[src/rtl/smcfg_regs.svh]
// register offsets, field limits, reset values and timing counts of the string monitor configuration block
// assumes a 125 MHz system clock; offsets are modbus holding register numbers
`ifndef SMCFG_REGS_SVH
`define SMCFG_REGS_SVH

`define SMC_ADDR_MEAS_MODE 16'h00CE
`define SMC_ADDR_HOLDOFF 16'h00D0
`define SMC_ADDR_FORMAT 16'h00D1
`define SMC_ADDR_LOW_POWER 16'h012C
`define SMC_ADDR_TRIGGER 16'h012E
`define SMC_ADDR_SNAP_ID 16'h003B
`define SMC_ADDR_SNAP_FIRST 16'h003C
`define SMC_ADDR_SNAP_LAST 16'h0065
`define SMC_SNAP_WORDS 42

`define SMC_HOLDOFF_MAX 16'h00FA
`define SMC_FMT_EVEN_BASE 8'h64
`define SMC_FMT_ODD_BASE 8'hC8
`define SMC_FMT_UNITS_MAX 8'h05
`define SMC_FMT_RESET 8'h04
`define SMC_DATA_BITS 4'h8
`define SMC_STOP_BITS 2'h1

`define SMC_CLK_PERIOD_NS 8
`define SMC_CLK_HZ 125000000
`define SMC_MS_NS 1000000
`define SMC_MS_CYCLES ((`SMC_MS_NS + `SMC_CLK_PERIOD_NS - 1) / `SMC_CLK_PERIOD_NS)
`define SMC_REPLY_DEF_MS 9'h014
`define SMC_REPLY_FAST_MS 9'h006
`define SMC_REFRESH_DEF_MS 10'h3E8
`define SMC_REFRESH_FAST_MS 10'h064
`define SMC_WAKE_PERIOD_MS 16'hEA60

`endif

[src/rtl/smcfg_pkg.sv]
// types shared by the string monitor configuration block
// assumes smcfg_regs.svh on the include path
`include "smcfg_regs.svh"

package smcfg_pkg;

  typedef enum logic [1:0] {SMCFG_PAR_NONE, SMCFG_PAR_EVEN, SMCFG_PAR_ODD} smcfg_parity_t;
  typedef enum logic {SMCFG_RP_IDLE, SMCFG_RP_WAIT} smcfg_reply_t;
  typedef logic [`SMC_SNAP_WORDS-1:0][15:0] smcfg_snap_t;

  typedef struct packed {
    smcfg_parity_t parity;
    logic [2:0] baud_idx;
    logic [3:0] data_bits;
    logic [1:0] stop_bits;
    logic [16:0] bit_cycles;
  } smcfg_line_t;

  typedef struct packed {
    logic req;
    logic we;
    logic [15:0] addr;
    logic [15:0] wdata;
  } smcfg_bus_req_t;

  typedef struct packed {
    logic ack;
    logic [15:0] rdata;
  } smcfg_bus_rsp_t;

  typedef struct packed {
    smcfg_bus_rsp_t rsp;
    logic [7:0] holdoff;
    logic [7:0] fmt;
    smcfg_line_t line;
    logic fast;
    logic low_power;
    logic [15:0] trig;
    logic snap_valid;
    smcfg_snap_t snap;
    logic [16:0] ms_div;
    logic ms_tick;
    smcfg_reply_t rp;
    logic [8:0] reply_cnt;
    logic tx_start;
    logic [9:0] win_cnt;
    logic [15:0] min_cnt;
    logic meas_power;
    logic meas_update;
    logic backlight;
    logic comm_active;
  } smcfg_state_t;

endpackage : smcfg_pkg

[src/rtl/smcfg_top.sv]
// configuration and control registers of a string current monitor behind a modbus slave
// assumes the modbus engine and the measurement front end run on clk and hand over one-cycle pulses
`timescale 1ns/1ns
`include "smcfg_regs.svh"

module smcfg_top
  import smcfg_pkg::*;
#(
  parameter int unsigned MS_CYCLES = `SMC_MS_CYCLES
)
(
  input wire logic clk,
  input wire logic rst_b,
  input wire smcfg_bus_req_t bus_req,
  output smcfg_bus_rsp_t bus_rsp,
  input wire smcfg_snap_t meas_live,
  input wire logic rx_req,
  output logic tx_start,
  output smcfg_line_t line_cfg,
  output logic meas_fast,
  output logic meas_power,
  output logic meas_update,
  output logic backlight_on,
  output logic comm_active,
  output logic low_power_mode,
  output logic snap_valid
);

  smcfg_state_t q;
  smcfg_state_t n;
  logic [5:0] snap_idx;
  logic [8:0] reply_base;
  logic [9:0] refresh_ms;

  function automatic logic fmt_ok(input logic [15:0] code);
    fmt_ok = (code <= 16'(`SMC_FMT_UNITS_MAX))
          || (code >= 16'(`SMC_FMT_EVEN_BASE) && code <= 16'(`SMC_FMT_EVEN_BASE + `SMC_FMT_UNITS_MAX))
          || (code >= 16'(`SMC_FMT_ODD_BASE) && code <= 16'(`SMC_FMT_ODD_BASE + `SMC_FMT_UNITS_MAX));
  endfunction : fmt_ok

  function automatic logic [16:0] bit_time(input logic [2:0] idx);
    int unsigned baud;
    // the six rates double from 1200 upward, so one shift replaces a table
    baud = 32'h0000_04B0 << idx;
    bit_time = 17'((`SMC_CLK_HZ + baud / 2) / baud);
  endfunction : bit_time

  function automatic smcfg_line_t line_decode(input logic [7:0] code);
    smcfg_line_t l;
    logic [7:0] units;
    l = '0;
    l.parity = (code >= `SMC_FMT_ODD_BASE) ? SMCFG_PAR_ODD
             : (code >= `SMC_FMT_EVEN_BASE) ? SMCFG_PAR_EVEN : SMCFG_PAR_NONE;
    units = (code >= `SMC_FMT_ODD_BASE) ? code - `SMC_FMT_ODD_BASE
          : (code >= `SMC_FMT_EVEN_BASE) ? code - `SMC_FMT_EVEN_BASE : code;
    l.baud_idx = units[2:0];
    l.data_bits = `SMC_DATA_BITS;
    l.stop_bits = `SMC_STOP_BITS;
    l.bit_cycles = bit_time(units[2:0]);
    line_decode = l;
  endfunction : line_decode

  assign snap_idx = 6'(bus_req.addr - `SMC_ADDR_SNAP_FIRST);
  assign reply_base = q.fast ? `SMC_REPLY_FAST_MS : `SMC_REPLY_DEF_MS;
  assign refresh_ms = q.fast ? `SMC_REFRESH_FAST_MS : `SMC_REFRESH_DEF_MS;

  always_comb
  begin
    n = q;
    n.rsp.ack = 1'b0;
    n.tx_start = 1'b0;
    n.meas_update = 1'b0;
    n.comm_active = 1'b1;
    n.backlight = ~q.low_power;
    n.ms_tick = (q.ms_div == 17'(MS_CYCLES - 1));
    n.ms_div = n.ms_tick ? 17'h0_0000 : q.ms_div + 17'h0_0001;

    // reply pacing: base latency plus holdoff, counted in ms ticks
    case (q.rp)
      SMCFG_RP_IDLE:
      begin
        if (rx_req)
        begin
          n.rp = SMCFG_RP_WAIT;
          n.reply_cnt = reply_base + {1'b0, q.holdoff};
        end
      end
      SMCFG_RP_WAIT:
      begin
        if (rx_req)
          n.reply_cnt = reply_base + {1'b0, q.holdoff};
        else if (q.reply_cnt == 9'h000)
        begin
          n.tx_start = 1'b1;
          n.rp = SMCFG_RP_IDLE;
        end
        else if (q.ms_tick)
        begin
          n.reply_cnt = q.reply_cnt - 9'h001;
        end
      end
      default: n.rp = SMCFG_RP_IDLE;
    endcase

    // measurement duty: continuous in full mode, one window per minute in low power
    if (!q.low_power)
    begin
      n.meas_power = 1'b1;
      n.min_cnt = '0;
    end
    else if (q.ms_tick)
    begin
      if (q.min_cnt == `SMC_WAKE_PERIOD_MS - 16'h0001)
      begin
        n.min_cnt = '0;
        n.meas_power = 1'b1;
      end
      else
      begin
        n.min_cnt = q.min_cnt + 16'h0001;
      end
    end
    if (!q.meas_power)
      n.win_cnt = '0;
    else if (q.ms_tick)
    begin
      if (q.win_cnt >= refresh_ms - 10'h001)
      begin
        n.win_cnt = '0;
        n.meas_update = 1'b1;
        if (q.low_power)
        begin
          n.meas_power = 1'b0;
        end
      end
      else
      begin
        n.win_cnt = q.win_cnt + 10'h001;
      end
    end

    if (bus_req.req)
    begin
      n.rsp.ack = 1'b1;
      n.rsp.rdata = '0;
      if (bus_req.we)
      begin
        // a refused value keeps the old setting, yet the access is still acknowledged
        if (bus_req.addr == `SMC_ADDR_HOLDOFF && bus_req.wdata <= `SMC_HOLDOFF_MAX)
        begin
          n.holdoff = bus_req.wdata[7:0];
        end
        else if (bus_req.addr == `SMC_ADDR_FORMAT && fmt_ok(bus_req.wdata))
        begin
          n.fmt = bus_req.wdata[7:0];
          n.line = line_decode(bus_req.wdata[7:0]);
        end
        else if (bus_req.addr == `SMC_ADDR_MEAS_MODE && bus_req.wdata <= 16'h0001)
        begin
          n.fast = bus_req.wdata[0];
          n.win_cnt = '0;
        end
        else if (bus_req.addr == `SMC_ADDR_LOW_POWER && bus_req.wdata <= 16'h0001)
        begin
          n.low_power = bus_req.wdata[0];
        end
        else if (bus_req.addr == `SMC_ADDR_TRIGGER)
        begin
          n.trig = bus_req.wdata;
          n.snap = meas_live;
          n.snap_valid = 1'b1;
        end
      end
      else
      begin
        if (bus_req.addr == `SMC_ADDR_HOLDOFF)
          n.rsp.rdata = {8'h00, q.holdoff};
        else if (bus_req.addr == `SMC_ADDR_FORMAT)
          n.rsp.rdata = {8'h00, q.fmt};
        else if (bus_req.addr == `SMC_ADDR_MEAS_MODE)
          n.rsp.rdata = {15'h0000, q.fast};
        else if (bus_req.addr == `SMC_ADDR_LOW_POWER)
          n.rsp.rdata = {15'h0000, q.low_power};
        else if (bus_req.addr == `SMC_ADDR_TRIGGER || bus_req.addr == `SMC_ADDR_SNAP_ID)
          n.rsp.rdata = q.trig;
        else if (bus_req.addr >= `SMC_ADDR_SNAP_FIRST && bus_req.addr <= `SMC_ADDR_SNAP_LAST)
          n.rsp.rdata = q.snap[snap_idx];
      end
    end
  end

  always_ff @(posedge clk)
  begin
    if (!rst_b)
    begin
      q <= '0;
      q.fmt <= `SMC_FMT_RESET;
      q.line <= line_decode(`SMC_FMT_RESET);
      q.meas_power <= 1'b1;
      q.backlight <= 1'b1;
      q.comm_active <= 1'b1;
    end
    else
    begin
      q <= n;
    end
  end

  assign bus_rsp = q.rsp;
  assign tx_start = q.tx_start;
  assign line_cfg = q.line;
  assign meas_fast = q.fast;
  assign meas_power = q.meas_power;
  assign meas_update = q.meas_update;
  assign backlight_on = q.backlight;
  assign comm_active = q.comm_active;
  assign low_power_mode = q.low_power;
  assign snap_valid = q.snap_valid;

  // helper: ms ticks consumed by the pending reply against the figure it was loaded with
  logic [8:0] h_ticks;
  logic [8:0] h_need;
  always_ff @(posedge clk)
  begin
    if (!rst_b)
    begin
      h_ticks <= '0;
      h_need <= '0;
    end
    else if (rx_req)
    begin
      h_ticks <= '0;
      h_need <= (q.fast ? 9'h006 : 9'h014) + {1'b0, q.holdoff};
    end
    else if (q.rp == SMCFG_RP_WAIT && q.ms_tick && q.reply_cnt != 9'h000)
    begin
      h_ticks <= h_ticks + 9'h001;
    end
  end
endmodule : smcfg_top

[config.mk]
export PLATFORM = sky130hd
export DESIGN_NAME = smcfg_top
export DESIGN_NICKNAME = d
export VERILOG_FILES = /design/src/rtl/smcfg_pkg.sv /design/src/rtl/smcfg_top.sv
export VERILOG_INCLUDE_DIRS = /design/src /design/src/rtl
export SDC_FILE = /design/constraint.sdc
export NUM_CORES = 2
export LEC_CHECK = 0
export ABC_AREA = 0
export BUFFER_PORTS_ARGS = -buffer_cell sky130_fd_sc_hd__buf_2
export CAP_MARGIN = 20
export CORE_ASPECT_RATIO = 1.5
export CORE_UTILIZATION = 49
export DETAILED_ROUTE_END_ITERATION = 6
export HOLD_SLACK_MARGIN = 0.15
export PLACE_DENSITY = 0.7
export REMOVE_ABC_BUFFERS = 1
export SLEW_MARGIN = 25
export SYNTH_ARGS = -nofsm -noshare
export SYNTH_HDL_FRONTEND = slang
export SYNTH_SLANG_ARGS = --single-unit
[constraint.sdc]
create_clock -name clk -period 87.5 [get_ports clk]
set_clock_uncertainty 0.15 [all_clocks]
set_input_delay 17.5 -clock clk [delete_from_list [all_inputs] [get_ports clk]]
set_output_delay 17.5 -clock clk [all_outputs]
set_load 0.03 [all_outputs]
=== After elaboration in Yosys (flattened, before gate mapping) ===
Index checks and enable logic that the tools add are counted.

* Input bits: 709
* Register bits after elaboration: 805
* Output and inout bits: 53

* Bitwise operators: 7
* Magnitude comparators: 13
* Reduce and logical (&&, ||, !) cells: 21
* Muxes and demuxes: 50
* Divide/modulo/power cells: 1
* Equal/unequal tests: 11
* $add $sub $neg: 10
* Shift-type cells: 1

{| class="wikitable"
|+ Operators by type and width
! cell !! number
|-
| 2-to-1 mux 689 bit || 2
|-
| 2-to-1 mux 752 bit || 1
|-
| 2-to-1 mux 735 bit || 1
|-
| 2-to-1 mux 727 bit || 1
|-
| 2-to-1 mux 691 bit || 1
|-
| 2-to-1 mux 690 bit || 1
|-
| 2-to-1 mux 16 bit || 9
|-
| 2-to-1 mux 10 bit || 10
|-
| binary-select mux 16 bit (select 6 bit) || 1
|-
| equality test 16 x 8 -> 1 bit (second input constant) || 3
|-
| 2-to-1 mux 36 bit || 1
|-
| adder 27 x 31 -> 32 bit (first input constant) || 1
|-
| divider 32 x 32 -> 32 bit || 1
|-
| equality test 16 x 9 -> 1 bit (second input constant) || 2
|-
| less-or-equal comparator 16 x 7 -> 1 bit (second input constant) || 2
|-
| less-or-equal comparator 16 x 8 -> 1 bit (second input constant) || 2
|-
| left shift 11 x 3 -> 32 bit (first input constant) || 1
|-
| 2-to-1 mux 9 bit || 3
|-
| case mux 10 bit (2 select lines) || 1
|-
| adder 17 x 1 -> 17 bit (second input constant) || 1
|-
| equality test 17 bit (second input constant) || 1
|-
| adder 16 x 1 -> 16 bit (second input constant) || 1
|-
| equality test 16 bit (second input constant) || 1
|-
| equality test 16 x 6 -> 1 bit (second input constant) || 1
|-
| 36 further kinds || 65
|}

=== Logic depth before layout (Yosys ltp) ===
* Depth after elaboration: 11
* Mapped depth: 308
* Depth with buffers taken out: 273

=== Worst setup path before layout ===
OpenSTA, ideal clock, no wires.

* Kind: in2reg
* From: input bus_req[3] in the netlist's numbering
* To: register q (netlist bit line_cfg[0])
* Path buffers: 39
* Cell stages on the path: 291
* Required time: 87.218 ns
* Path slack: 12.334 ns
* Data arrival time: 74.885 ns
* Cells stage by stage: or3_4 -> a32o_1 -> buf_6 -> nor2_2 -> clkbuf_1 -> clkbuf_1 -> nand2_1 -> ha_1 -> o21a_1 -> o21ai_0 -> nor2_1 -> and3_1 -> ha_1 -> a21o_1 -> or3_1 -> nor4_1 -> a21oi_1 -> nor2_1 -> (+255 left out) -> o21ai_0 -> nand2b_1 -> a21oi_1 -> nor2_1 -> nor3_1 -> a21oi_1 -> nor3b_2 -> nand3_1 -> nand3b_4 -> nor2_1 -> a21oi_1 -> ha_1 -> a21o_1 -> a2111oi_0 -> nand3_1 -> a2111o_1 -> nor4_1 -> o32ai_1

* Longest elaborated chain between the ends: 6

{| class="wikitable"
|+ Ends and longest elaborated chain
! item !! line !! text
|-
| start, declared || smcfg_top.sv:14 || <nowiki>input wire smcfg_bus_req_t bus_req,</nowiki>
|-
| >= comparator 8 x 7 -> 1 bit (no source line) (tied with other cells) || -- ||
|-
| 2-to-1 mux 3 bit or logical AND 1 bit (tied branches) || smcfg_top.sv:55, smcfg_top.sv:37 ||
|-
| 2-to-1 mux 3 bit or logical OR 1 bit (tied branches) || smcfg_top.sv:54, smcfg_top.sv:36 ||
|-
| left shift 11 x 3 -> 32 bit or logical OR 1 bit (tied branches) || smcfg_top.sv:44, smcfg_top.sv:36 ||
|-
| adder 27 x 31 -> 32 bit (no source line) or logical AND 1 bit (tied branches) || -- ||
|-
| divider 32 x 32 -> 32 bit or AND reduction 4 bit (tied branches) || -- ||
|-
| end signal, assigned || smcfg_top.sv:205 || <nowiki>q <= n;</nowiki>
|-
| end, declared || smcfg_top.sv:29 || <nowiki>smcfg_state_t q;</nowiki>
|}

Parallel ways exist; a longest one is shown, timed or not.
A chain may end at the register's enable or synchronous reset.

=== Worst setup path in the final report ===
* From: input bus_req[1] in the netlist's numbering
* To: register q (netlist bit line_cfg[0])

* Longest elaborated chain between the ends: 6

{| class="wikitable"
|+ Ends and longest elaborated chain
! item !! line
|-
| >= comparator 8 x 7 -> 1 bit (no source line) (tied with other cells) || --
|-
| 2-to-1 mux 3 bit or logical AND 1 bit (tied branches) || smcfg_top.sv:55, smcfg_top.sv:37
|-
| 2-to-1 mux 3 bit or logical OR 1 bit (tied branches) || smcfg_top.sv:54, smcfg_top.sv:36
|-
| left shift 11 x 3 -> 32 bit or logical OR 1 bit (tied branches) || smcfg_top.sv:44, smcfg_top.sv:36
|-
| adder 27 x 31 -> 32 bit (no source line) or logical AND 1 bit (tied branches) || --
|-
| divider 32 x 32 -> 32 bit or AND reduction 4 bit (tied branches) || --
|}

Parallel ways exist; a longest one is shown, timed or not.

==> results_tabular.tex <==
\begin{tabular}{lr}
\hline
Metric & Value \\
\hline
\multicolumn{2}{l}{\textbf{Timing}} \\
Final worst path period share & 0.9253 \\
Unrepaired setup endpoints after global routing & false \\
Minimum clock period & 80.96 ns \\
Actual slew at the worst max-slew pin & about 1.1 ns \\
Final-report setup violation count & 0 \\
Final hold violation count & 0 \\
Setup Total Neg Slack & 0 ns \\
Final Slew Violations & 0 \\
Worst Setup Slack, final & about 6.5 ns \\
Maximum operating frequency & 12.35 MHz \\
Tightest slew margin relative to the limit & 0.2342 \\
\multicolumn{2}{l}{\textbf{Worst setup path}} \\
Data required time at the worst endpoint & 87.91 ns \\
Endpoint of the most critical setup path & line\_cfg[0] \\
Worst setup EP type & flop \\
FF-to-FF End & bus\_rsp[5] \\
Type of the worst setup path & input pin to flop \\
Stages on worst setup path & 255 \\
Beginning of the critical path & bus\_req[1] \\
Worst Path Arrival & 81.38 ns \\
Delay of the slowest cell on the worst path & 0.85 ns \\
RR Startpoint & q[112] \\
Number of buffers and inverters on the critical path & 12 \\
Crit path top cell by count & sky130\_fd\_sc\_hd\_\_a21oi\_1 \\
Critical path peak fanout & 44 \\
FF-to-FF setup slack & 84.16 ns \\
Master of the slowest instance on the critical path & sky130\_fd\_sc\_hd\_\_a2111oi\_0 \\
Startpoint kind of the worst setup timing path & input pin \\
Cell type group with the largest total delay on the critical path & compound AO/OA/AOI/OAI gates \\
Number of cell instances on the worst register-to-register path & 7 \\
\multicolumn{2}{l}{\textbf{Clocking}} \\
Clock-pin slew reported for the worst setup and hold paths after clock tree synthesis & roughly 0.07 ns \\
Number of buffers added by the clock tree synthesis step & 80 \\
Worst-skew pair later-pin latency & about 0.7 ns \\
Buffers from clock root to sink, at most & 3 \\
Root Buffer & sky130\_fd\_sc\_hd\_\_clkbuf\_16 \\
Number of gates resized after CTS & 0 \\
Post-CTS Hold Buffers & 0 \\
Count of H-tree levels built during CTS & 3 \\
Clock Sinks & about 800 \\
Clock tree from TritonCTS & done \\
Setup Buffers After CTS & 0 \\
\multicolumn{2}{l}{\textbf{Route}} \\
Total via count after detailed routing & between 50000 and 60000 \\
Number of detailed-routing iterations run before antenna repair & 7 \\
Detailed-route vias per instance & 6.072 \\
DRC errors left & 0 \\
Violation count after the first detailed-route iteration & 4959 \\
Sum of routed wire length over all layers & 221300 um \\
Residual antenna-violating net count after detailed routing & 0 \\
Final routed wire length divided by cell count & between 20 and 25 um \\
\multicolumn{2}{l}{\textbf{Status}} \\
Run status & complete, no violations \\
\multicolumn{2}{l}{\textbf{Logic synthesis}} \\
Cell Area, Synth & approximately 0.056 sq mm \\
Yosys top cell area share & 0.2855 \\
Ys flop type & sky130\_fd\_sc\_hd\_\_dfxtp\_1 \\
Average cell area after synthesis & 8.017 sq um \\
Portion of the post-synthesis area used by sequential elements & 0.2855 \\
Leading area contributor after synthesis & sky130\_fd\_sc\_hd\_\_dfxtp\_1 \\
Count of synthesis-stage warnings from yosys & 0 \\
Gate count after technology mapping & 7015 \\
Synthesized flop and latch total & roughly 800 \\
Share of synthesized registers carrying an async set or reset & 0 \\
Number of enable flip-flop cells after synthesis & 0 \\
Distinct cell type count of the synthesized netlist & about 140 \\
Top cells by area, synth & sky130\_fd\_sc\_hd\_\_dfxtp\_1, sky130\_fd\_sc\_hd\_\_nand2\_1, sky130\_fd\_sc\_hd\_\_a21boi\_0, sky130\_fd\_sc\_hd\_\_mux4\_2, sky130\_fd\_sc\_hd\_\_ha\_1 \\
\multicolumn{2}{l}{\textbf{Place}} \\
Placed Cells incl. Taps & 8854 \\
Hpwl dp & 167500 um \\
Port buffer count & 754 \\
Worst setup slack after placement & 6.826 ns \\
Last weighted congestion value of the routability-driven placer & 1.037 \\
\multicolumn{2}{l}{\textbf{Die}} \\
Die area & between 0.1 and 0.15 sq mm \\
Chip width & 278.6 um \\
Die H & between 400 and 500 um \\
Placeable core area & $\sim$0.11 sq mm \\
I/O pins & 762 \\
Number of rows in the core area & about 150 \\
Initial cell density of the core & 0.4961 \\
\multicolumn{2}{l}{\textbf{Cells and area}} \\
Share of layout cells above drive strength 1 & 0.1823 \\
Most common cell after layout, fill and taps aside & sky130\_fd\_sc\_hd\_\_nand2\_1 \\
Net total in the final layout & approximately 8500 \\
Final core occ & 0.5629 \\
Area growth from synthesis to layout & 13.46\% \\
Non-filler cells, final & 9091 \\
Leading cell types in the layout, fill and taps excluded & sky130\_fd\_sc\_hd\_\_nand2\_1, sky130\_fd\_sc\_hd\_\_dfxtp\_1, sky130\_fd\_sc\_hd\_\_buf\_2, sky130\_fd\_sc\_hd\_\_a21boi\_0, sky130\_fd\_sc\_hd\_\_nor2\_1 \\
\multicolumn{2}{l}{\textbf{GRT}} \\
Initial antenna violation count & approximately 130 \\
Pin count of the biggest net entering global routing & roughly 240 \\
Residual overflow from global routing & 0 \\
Wire length of the first global-routing pass & 325300 um \\
Vias in the first global route & 53150 \\
Global routing usage summed across all routing layers & 0.3683 \\
\multicolumn{2}{l}{\textbf{Run}} \\
Max-cap viol count & 0 \\
\multicolumn{2}{l}{\textbf{Worst hold path}} \\
Worst hold-check path type & flop to flop \\
\hline
\end{tabular}
[cells in the mapped netlist, types with 53 or more instances]
library cell,count
sky130_fd_sc_hd__xor2_1,109
sky130_fd_sc_hd__nand4_1,65
sky130_fd_sc_hd__o21ai_0,237
sky130_fd_sc_hd__nand2_1,1744
sky130_fd_sc_hd__clkbuf_1,366
sky130_fd_sc_hd__inv_1,153
sky130_fd_sc_hd__nor3_1,94
sky130_fd_sc_hd__buf_4,62
sky130_fd_sc_hd__nor2_1,372
sky130_fd_sc_hd__o21a_1,82
sky130_fd_sc_hd__mux2_2,56
sky130_fd_sc_hd__xnor2_1,137
sky130_fd_sc_hd__a21boi_0,704
sky130_fd_sc_hd__o22ai_1,62
sky130_fd_sc_hd__nand3_1,114
sky130_fd_sc_hd__a21oi_1,278
sky130_fd_sc_hd__a21o_1,90
sky130_fd_sc_hd__mux2i_1,66
sky130_fd_sc_hd__and2_1,63
sky130_fd_sc_hd__mux4_2,192
sky130_fd_sc_hd__ha_1,293
sky130_fd_sc_hd__dfxtp_1,802
sky130_fd_sc_hd__a31oi_1,53
[stage by stage]
stage               hold WS (ns)  area [sq um]
floorplan                 0.2630         54170
global route              0.3268         63760
global placement          0.2750         60600
finish                    0.3001         63810
detailed placement        0.2952         60610
CTS                       0.3045         63510
[routing by layer]
layer,part of all wire,up-vias,wire length [um],track usage
met5,0.0013,-,285,0
met1,0.36,26000,79110,0.3994
met3,0.078,837,17230,0.08115
met4,0.086,46,18990,0.2885
li1,-,25920,-,-
met2,0.48,2396,105700,0.6212
[cell type report]
class | count | area (sq um)
Clock inverter | 42 | 629.4
Tap cell | 1453 | 1818
Timing Repair Buffer | 841 | 4559
Multi-Input combinational cell | 5601 | 37660
Sequential cell | 802 | 16060
Antenna cell | 89 | 222.7
Clock buffer | 104 | 2272
Inverter | 159 | 596.8
Fill cell | 10670 | 49550
[how the worst min path moves through the flow]
stage,from,slack [ns],endpoint,depth (start not counted)
final,q[42],0.30,q[42],1
after global placement,q[42],0.27,q[42],1
after floorplan,q[42],0.26,q[42],1
after global routing,q[303],0.33,q[303],2
after detailed placement,q[42],0.30,q[42],1
after CTS,q[42],0.30,q[42],1
[cell families (layout without fill, tap and decap cells)]
family                     after synthesis  after routing  share of synthesized area
adders and majority gates              293            293                    0.06519
AOI/OAI and AO/OA                     1926           1926                     0.2436
DFF                                    802            802                     0.2855
buffers and inverters                  630           1146                    0.04866
other                                    2            109                  0.0001335
muxes                                  320            320                     0.1015
and+or+nand+nor                       2796           2796                     0.2171
xor gates and xnor gates               246            246                    0.03831
[sequential cells by signal (all words and copies together), names as in the netlist]
signal          flops
q                 758
snap_valid          1
meas_power          1
tx_start            1
meas_fast           1
bus_rsp            17
meas_update         1
line_cfg           20
low_power_mode      1
backlight_on        1
Power is left out: the tool's default activity adds up to more than one toggle a clock period on the data nets, which glitch-free logic cannot reach.
